==> config.mk <==
export PLATFORM = sky130hd
export DESIGN_NAME = lprr_regs
export DESIGN_NICKNAME = d
export VERILOG_FILES = /design/src/verilog/lprr_pkg.sv /design/src/verilog/lprr_ir_gen.sv /design/src/verilog/lprr_regs.sv
export VERILOG_INCLUDE_DIRS = /design/src /design/src/verilog
export SDC_FILE = /design/constraint.sdc
export NUM_CORES = 1
export LEC_CHECK = 0
export BUFFER_PORTS_ARGS = -buffer_cell sky130_fd_sc_hd__buf_4
export CORE_AREA = 2 2 112 87
export DETAILED_ROUTE_END_ITERATION = 10
export DIE_AREA = 0 0 114 89
export SLEW_MARGIN = 30
export SYNTH_ARGS = -nofsm -noshare
export SYNTH_HDL_FRONTEND = slang
export SYNTH_HIERARCHICAL = 1
export SYNTH_SLANG_ARGS = --single-unit
==> constraint.sdc <==
create_clock -name clk -period 3 [get_ports clk]
set_clock_uncertainty 0.15 [all_clocks]
set_input_delay 0.75 -clock clk [delete_from_list [all_inputs] [get_ports clk]]
set_output_delay 0.75 -clock clk [all_outputs]
set_load 0.01 [all_outputs]
==> src/verilog/lprr_map.svh <==
// register offsets, field positions, reset values and timing counts of the result register bank
`ifndef LPRR_MAP_SVH
`define LPRR_MAP_SVH

// ==========================================================
// register offsets (byte pointer values on the serial bus)
`define LPRR_ADDR_AMB_HI 8'h85
`define LPRR_ADDR_AMB_LO 8'h86
`define LPRR_ADDR_PROX_HI 8'h87
`define LPRR_ADDR_PROX_LO 8'h88
`define LPRR_ADDR_FREQ 8'h89

// ==========================================================
// frequency select field
`define LPRR_FREQ_MSB 1
`define LPRR_FREQ_LSB 0
`define LPRR_FREQ_RST 2'h2

// ==========================================================
// default 7-bit bus address of the sensor
`define LPRR_BUS_ADDR 7'h13

// ==========================================================
// timing: clock rate and infrared test signal rates, in hertz
`define LPRR_CLK_HZ 200000000
`define LPRR_IR_F0_HZ 3125000
`define LPRR_IR_F1_HZ 1562500
`define LPRR_IR_F2_HZ 781250
`define LPRR_IR_F3_HZ 390625
// half periods of the square wave in clock cycles
`define LPRR_IR_HALF0 (`LPRR_CLK_HZ / (2 * `LPRR_IR_F0_HZ))
`define LPRR_IR_HALF1 (`LPRR_CLK_HZ / (2 * `LPRR_IR_F1_HZ))
`define LPRR_IR_HALF2 (`LPRR_CLK_HZ / (2 * `LPRR_IR_F2_HZ))
`define LPRR_IR_HALF3 (`LPRR_CLK_HZ / (2 * `LPRR_IR_F3_HZ))

`endif

==> src/verilog/lprr_pkg.sv <==
// types shared by the result register bank
`default_nettype none
package lprr_pkg;

  // ==========================================================
  // a finished measurement handed to the bank
  typedef struct packed {
    logic load;
    logic [15:0] value;
  } lprr_meas_type;

  // ==========================================================
  // serial slave states
  typedef enum logic [2:0] {
    LPRR_IDLE,
    LPRR_ADDR,
    LPRR_ACK,
    LPRR_WRX,
    LPRR_RDATA,
    LPRR_RACK
  } lprr_state_type;

endpackage : lprr_pkg
`default_nettype wire

==> src/verilog/lprr_ir_gen.sv <==
// square-wave infrared test signal generator with selectable rate
`timescale 1ns/100ps
`default_nettype none
`include "lprr_map.svh"

module lprr_ir_gen #(
  parameter int CNT_W = 9
) (
  // clock and reset
  input wire logic clk,
  input wire logic rst,
  // control
  input wire logic enable,
  input wire logic [1:0] sel,
  // square wave out
  output logic ir_out
);

  logic [CNT_W-1:0] cnt_r;
  logic [CNT_W-1:0] limit;

  // ==========================================================
  // half-period limit per select code
  always_comb begin
    unique case (sel)
      2'h0: limit = CNT_W'(`LPRR_IR_HALF0 - 1);
      2'h1: limit = CNT_W'(`LPRR_IR_HALF1 - 1);
      2'h2: limit = CNT_W'(`LPRR_IR_HALF2 - 1);
      2'h3: limit = CNT_W'(`LPRR_IR_HALF3 - 1);
    endcase
  end

  // ==========================================================
  // toggle every half period; idle low so the led stays dark between measurements
  always_ff @(posedge clk or posedge rst) begin
    if (rst) begin
      cnt_r <= '0;
      ir_out <= 1'b0;
    end else if (!enable) begin
      cnt_r <= '0;
      ir_out <= 1'b0;
    end else if (cnt_r >= limit) begin // a change to a faster rate mid-period ends the half at once if the count is already past the new limit
      cnt_r <= '0;
      ir_out <= ~ir_out;
    end else begin
      cnt_r <= cnt_r + CNT_W'(1);
    end
  end

endmodule : lprr_ir_gen
`default_nettype wire

==> src/verilog/lprr_regs.sv <==
// result register bank with serial bus slave and infrared test signal control
`timescale 1ns/100ps
`default_nettype none
`include "lprr_map.svh"

// What this block does
// - ambient result is 16 bits: high byte at 85h, low byte at 86h.
// - ambient result bytes are read only; bus writes leave them unchanged.
// - proximity result is 16 bits: high byte at 87h, low byte at 88h.
// - proximity result bytes are read only; bus writes leave them unchanged.
// - frequency select sits in bits 1:0 at 89h, read/write; upper bits unused.
// - proximity measurement drives a square infrared test signal at selected rate.
// - select codes 0..3 give 3.125 MHz, 1.5625 MHz, 781.25 kHz, 390.625 kHz.
// - after reset the frequency select holds 2, i.e. 781.25 kHz.
// - host writes pointer without data, then reads; stop or repeated start both work.
// - pointer advances after each byte read, so high then low byte follow.
module lprr_regs
  import lprr_pkg::*;
#(
  parameter logic [6:0] BUS_ADDR = `LPRR_BUS_ADDR
) (
  // clock and reset
  input wire logic clk,
  input wire logic rst,
  // serial bus pins, open drain data
  input wire logic scl_i,
  input wire logic sda_i,
  output logic sda_o,
  output logic sda_oe,
  // finished measurements from the converters
  input wire lprr_meas_type amb_meas,
  input wire lprr_meas_type prox_meas,
  // proximity measurement in progress
  input wire logic prox_active,
  // infrared led drive
  output logic ir_drive
);

  lprr_state_type st_r;
  logic scl_q_r;
  logic sda_q_r;
  logic [7:0] shift_r;
  logic [3:0] bit_cnt_r;
  logic rw_r;
  logic first_r;
  logic mack_r;
  logic [7:0] ptr_r;
  logic [1:0] freq_r;
  logic [15:0] amb_r;
  logic [15:0] prox_r;
  logic scl_rise;
  logic scl_fall;
  logic start_det;
  logic stop_det;
  logic addr_hit;
  logic wr_strobe;
  logic ptr_load;
  logic rd_advance;
  logic [7:0] rd_byte;

  // ==========================================================
  // bus condition detection
  // pins are synchronous to clk, so one history flop per pin is enough
  always_ff @(posedge clk or posedge rst) begin
    if (rst) begin
      scl_q_r <= 1'b1;
      sda_q_r <= 1'b1;
    end else begin
      scl_q_r <= scl_i;
      sda_q_r <= sda_i;
    end
  end

  assign scl_rise = scl_i & ~scl_q_r;
  assign scl_fall = ~scl_i & scl_q_r;
  assign start_det = scl_i & scl_q_r & sda_q_r & ~sda_i;
  assign stop_det = scl_i & scl_q_r & ~sda_q_r & sda_i;
  assign addr_hit = (shift_r[7:1] == BUS_ADDR);

  // strobes from the slave to the register bank
  assign wr_strobe = (st_r == LPRR_WRX) && scl_fall && (bit_cnt_r == 4'h8) && !first_r;
  assign ptr_load = (st_r == LPRR_WRX) && scl_fall && (bit_cnt_r == 4'h8) && first_r;
  assign rd_advance = (st_r == LPRR_RDATA) && scl_fall && (bit_cnt_r == 4'h7);

  // ==========================================================
  // read multiplexer; unmapped pointers read as zero
  always_comb begin
    rd_byte = 8'h00;
    unique case (ptr_r)
      `LPRR_ADDR_AMB_HI: rd_byte = amb_r[15:8];
      `LPRR_ADDR_AMB_LO: rd_byte = amb_r[7:0];
      `LPRR_ADDR_PROX_HI: rd_byte = prox_r[15:8];
      `LPRR_ADDR_PROX_LO: rd_byte = prox_r[7:0];
      `LPRR_ADDR_FREQ: rd_byte = {6'h00, freq_r};
      default: rd_byte = 8'h00;
    endcase
  end

  // ==========================================================
  // serial slave state machine
  // data changes only while scl is low; ack and read bits launch on the falling edge
  always_ff @(posedge clk or posedge rst) begin
    if (rst) begin
      st_r <= LPRR_IDLE;
      shift_r <= 8'h00;
      bit_cnt_r <= 4'h0;
      rw_r <= 1'b0;
      first_r <= 1'b0;
      mack_r <= 1'b0;
      sda_oe <= 1'b0;
    end else if (start_det) begin
      st_r <= LPRR_ADDR;
      bit_cnt_r <= 4'h0;
      sda_oe <= 1'b0;
    end else if (stop_det) begin
      st_r <= LPRR_IDLE;
      sda_oe <= 1'b0;
    end else begin
      unique case (st_r)
        LPRR_IDLE: begin
          sda_oe <= 1'b0;
        end
        LPRR_ADDR: begin
          if (scl_rise && bit_cnt_r != 4'h8) begin
            shift_r <= {shift_r[6:0], sda_i};
            bit_cnt_r <= bit_cnt_r + 4'h1;
          end else if (scl_fall && bit_cnt_r == 4'h8) begin
            if (addr_hit) begin
              rw_r <= shift_r[0];
              first_r <= ~shift_r[0]; // a write always opens with the pointer byte
              sda_oe <= 1'b1;
              st_r <= LPRR_ACK;
            end else begin
              st_r <= LPRR_IDLE; // another slave is addressed
            end
          end
        end
        LPRR_ACK: begin
          if (scl_fall) begin
            bit_cnt_r <= 4'h0;
            if (rw_r) begin
              shift_r <= {rd_byte[6:0], 1'b0};
              sda_oe <= ~rd_byte[7];
              st_r <= LPRR_RDATA;
            end else begin
              sda_oe <= 1'b0;
              st_r <= LPRR_WRX;
            end
          end
        end
        LPRR_WRX: begin
          if (scl_rise && bit_cnt_r != 4'h8) begin
            shift_r <= {shift_r[6:0], sda_i};
            bit_cnt_r <= bit_cnt_r + 4'h1;
          end else if (scl_fall && bit_cnt_r == 4'h8) begin
            first_r <= 1'b0;
            sda_oe <= 1'b1; // every written byte is acknowledged, read-only ones too
            st_r <= LPRR_ACK;
          end
        end
        LPRR_RDATA: begin
          if (scl_fall) begin
            if (bit_cnt_r == 4'h7) begin
              sda_oe <= 1'b0; // hand the line to the host for its ack
              st_r <= LPRR_RACK;
            end else begin
              sda_oe <= ~shift_r[7];
              shift_r <= {shift_r[6:0], 1'b0};
              bit_cnt_r <= bit_cnt_r + 4'h1;
            end
          end
        end
        LPRR_RACK: begin
          if (scl_rise) begin
            mack_r <= ~sda_i;
          end else if (scl_fall) begin
            bit_cnt_r <= 4'h0;
            if (mack_r) begin
              shift_r <= {rd_byte[6:0], 1'b0}; // pointer already advanced
              sda_oe <= ~rd_byte[7];
              st_r <= LPRR_RDATA;
            end else begin
              st_r <= LPRR_IDLE; // host said no more; wait for stop or start
            end
          end
        end
      endcase
    end
  end

  // open drain: the pin is only ever pulled low
  always_ff @(posedge clk or posedge rst) begin
    if (rst) begin
      sda_o <= 1'b0;
    end else begin
      sda_o <= 1'b0;
    end
  end

  // ==========================================================
  // register pointer; kept across stop so a later read finds it
  always_ff @(posedge clk or posedge rst) begin
    if (rst) begin
      ptr_r <= 8'h00;
    end else if (ptr_load) begin
      ptr_r <= shift_r;
    end else if (wr_strobe || rd_advance) begin
      ptr_r <= ptr_r + 8'h01;
    end
  end

  // ==========================================================
  // frequency select; the only writable field here
  always_ff @(posedge clk or posedge rst) begin
    if (rst) begin
      freq_r <= `LPRR_FREQ_RST;
    end else if (wr_strobe && ptr_r == `LPRR_ADDR_FREQ) begin
      freq_r <= shift_r[`LPRR_FREQ_MSB:`LPRR_FREQ_LSB];
    end
  end

  // ==========================================================
  // result pairs: loaded only by the converters, never by the bus
  // both bytes load in one edge, so a high/low read pair between loads is coherent
  always_ff @(posedge clk or posedge rst) begin
    if (rst) begin
      amb_r <= 16'h0000;
    end else if (amb_meas.load) begin
      amb_r <= amb_meas.value;
    end
  end

  always_ff @(posedge clk or posedge rst) begin
    if (rst) begin
      prox_r <= 16'h0000;
    end else if (prox_meas.load) begin
      prox_r <= prox_meas.value;
    end
  end

  // ==========================================================
  // infrared test signal, rate from the frequency select field
  lprr_ir_gen #(
    .CNT_W(9)
  ) u_ir_gen (
    .clk(clk),
    .rst(rst),
    .enable(prox_active),
    .sel(freq_r),
    .ir_out(ir_drive)
  );

endmodule : lprr_regs
`default_nettype wire

==> out/qor.txt <==
Layout cells sized above 1 = 31.1%
DRT Wirelength = 9.46 mm
CP Launch Type = register
Post-place instance area = 4550 µm²
Worst-margin pin slew = 608 ps
Adder-cell share of the synthesized area = 3.03%
Vias in the first global route = 3099
Clock Root Buffer = clkbuf_16
Simple-gate area share of the yosys netlist = 16.8%
Synth cell types = 73
DRT Pass-1 Iters = 4
Top layer in use = met4
Rows = 30
Pin count of the biggest net entering global routing = 64
P&R area growth vs syn = 17.7%
Met2 WL = 3.97 mm
Total power = 3.11 mW
Mapped Nets = 435
Final min period = 2330 ps
Mux cell area share after synthesis = 12.1%
Design Area, Final = 4860 µm²
Main combinational cell family by area after synthesis = compound AO/OA/AOI/OAI gates
Resize count post-CTS = 0
Outcome = completed
Predominant post-synthesis flop cell = dfrtp_1
Met1 Wirelength = 4.81 mm
Slew margin rel. = 59.3%
Number of port buffers = 40
Critical-path maximum fanout = 6
Clk buf depth = 2
Synth area leader = dfrtp_1
Global-route wire length before repair = 16.1 mm
Die Footprint = 10100 µm²
Num Clock Sinks = 73
Compound-cell area share of the yosys netlist = 17.8%
Most common library cells after synthesis = 70 x dfrtp_1, 42 x mux2_2, 29 x nand2_1
Synthesized instance count = 386
Fillers = 823
Grt total ovfl = 0
Pre-CTS WS = 485 ps
Maximum VDD drop = 0.000385 V
Post-Layout Cell Count = 543
Hold/Removal Path Class = in2async
NumNets Final = 475
Post-synthesis register bit count = 73
Crit share post-route = 77.7%
Post-synthesis sequential area ratio = 44.4%
DR WL/cell = 17.4 µm
Leakage power total = 2.09 nW
CTS tree = done
Hold WS = 247 ps
Reg2reg path depth = 6
DR iter-0 viols = 261
Diodes inserted = 0
Mapped cell area = 4120 µm²
Worst-path clk slew = 60 ps
Ports = 42
Final Core Density = 54.4%
Worst-Skew Late Latency = 330 ps
Top-area cell type share of the netlist area = 42.5%
H-tree levels = 3
Slew Limit Fails = 0
All-Layer GR Usage = 20.5%
Endpoints failing setup = 0
Initial antenna violation count = 0
FF/Latch Area = 1830 µm²
Post CTS Setup Buffer Count = 0
Vias per inst = 5.77
Most frequent cell after synthesis = dfrtp_1
Multi-input gate area = 2140 µm²
# Max-Cap Violations = 0
Cell count after placement = 527
XOR/XNOR Fraction of Synth Area = 2.12%
Worst EP required = 3080 ps
Kind of critical path = reg2reg
CTS buffer count = 9
Routed Antenna Nets = 0
Final Hold Viols = 0
Chip height = 89 µm
Met3 routed WL = 576 µm
Core box area = 8930 µm²
Main area contributors after synthesis = dfrtp_1 42%, mux2_2 11%, ha_1 3.0%
Number of flops mapped to enable cells by yosys = 0
RSZ-0062 raised after global routing = no
PnR worst setup slack = 668 ps
Max Clk Rate = 429 MHz
Via count = 3133
RePlAce Congestion = 0.885
Power per cell area = 640 nW/µm²
Post-detail-place hpwl = 6.87 mm
CP arrival = 2410 ps
TNS Setup = 0 ps
CTS Hold Bufs = 0
Starting Density = 46.2%
Detailed-route DRC error count = 0
Ys Warns = 6
Die width = 114 µm
Worst setup EP type = register
Post-synthesis async set-or-reset flop share = 100%
Avg Inst Size Synth = 10.7 µm²
worst max-delay path, stage by stage (launching register included):
cell      delay, ps
dfrtp_1         400
ha_1            200
nand3b_1        300
o32ai_2         490
and2_1          320
nand2_1         100
o311ai_1        270
state kept, by name (all words and copies together), names as in the netlist, 2 cells and up:
| register | count |
|---|---|
| ptr_r | 8 |
| shift_r | 8 |
| st_r | 3 |
| bit_cnt_r | 4 |
| u_ir_gen/cnt_r | 9 |
| amb_r | 16 |
| freq_r | 2 |
| prox_r | 16 |
layout by cell type (no fill, tap or decap), types with 7 or more instances in the layout:
master	netlist	layout
a21oi_1	10	10
a22oi_1	7	7
and3_1	7	7
buf_4	4	49
clkbuf_16	0	9
dfrtp_1	70	70
ha_1	10	10
inv_1	14	13
mux2_2	42	42
nand2_1	29	29
nand2b_1	8	8
nand3_1	18	18
nor2_1	18	18
o21ai_0	18	18
xor2_1	8	8
layer usage:
layer | GRT usage [%] | up-vias
li1 | - | 1510
met1 | 31.5 | 1520
met2 | 28.2 | 95
met3 | 4.81 | 8
met4 | 6.87 | 0
met5 | 0 | -
report_power, final:
group          switching, mW  internal, mW
logic                  0.405         0.389
clock network          0.428         0.651
registers              0.130          1.11
total                  0.963          2.15
cells by family after synthesis:
kind of cell	Yosys count
adder cells (fa/ha/maj)	10
AND/OR/NAND/NOR	122
AO/OA/AOI/OAI	91
other	1
XOR/XNOR	10
buffers and inverters	35
flip-flops	73
multiplexers	44
area by class of cell:
type / instances / area share (%)
clock buffers: 9 / 4.64
clock inverters: 7 / 1.60
inverters: 14 / 1.08
multi-input cells: 278 / 44.1
flip-flops and latches: 73 / 37.7
well taps: 112 / 2.89
repair buffers: 50 / 7.99
path summary, 6_finish.rpt:
check / from / endpoint / slack [ps]
max reg2reg: bit_cnt_r[0]$_DFFE_PP0P_ / ptr_r[7]$_DFFE_PP0P_ / 670
min reg2reg: amb_r[8]$_DFFE_PP0P_ / amb_r[8]$_DFFE_PP0P_ / 360
min in group clk: amb_r[8]$_DFFE_PP0P_ / amb_r[8]$_DFFE_PP0P_ / 360
max in group asynchronous: rst / scl_q_r$_DFF_PP1_ / 2040
max: bit_cnt_r[0]$_DFFE_PP0P_ / ptr_r[7]$_DFFE_PP0P_ / 670
min: rst / u_ir_gen/cnt_r[4]$_DFF_PP0_ / 250
(Power assumes the default switching activity.)
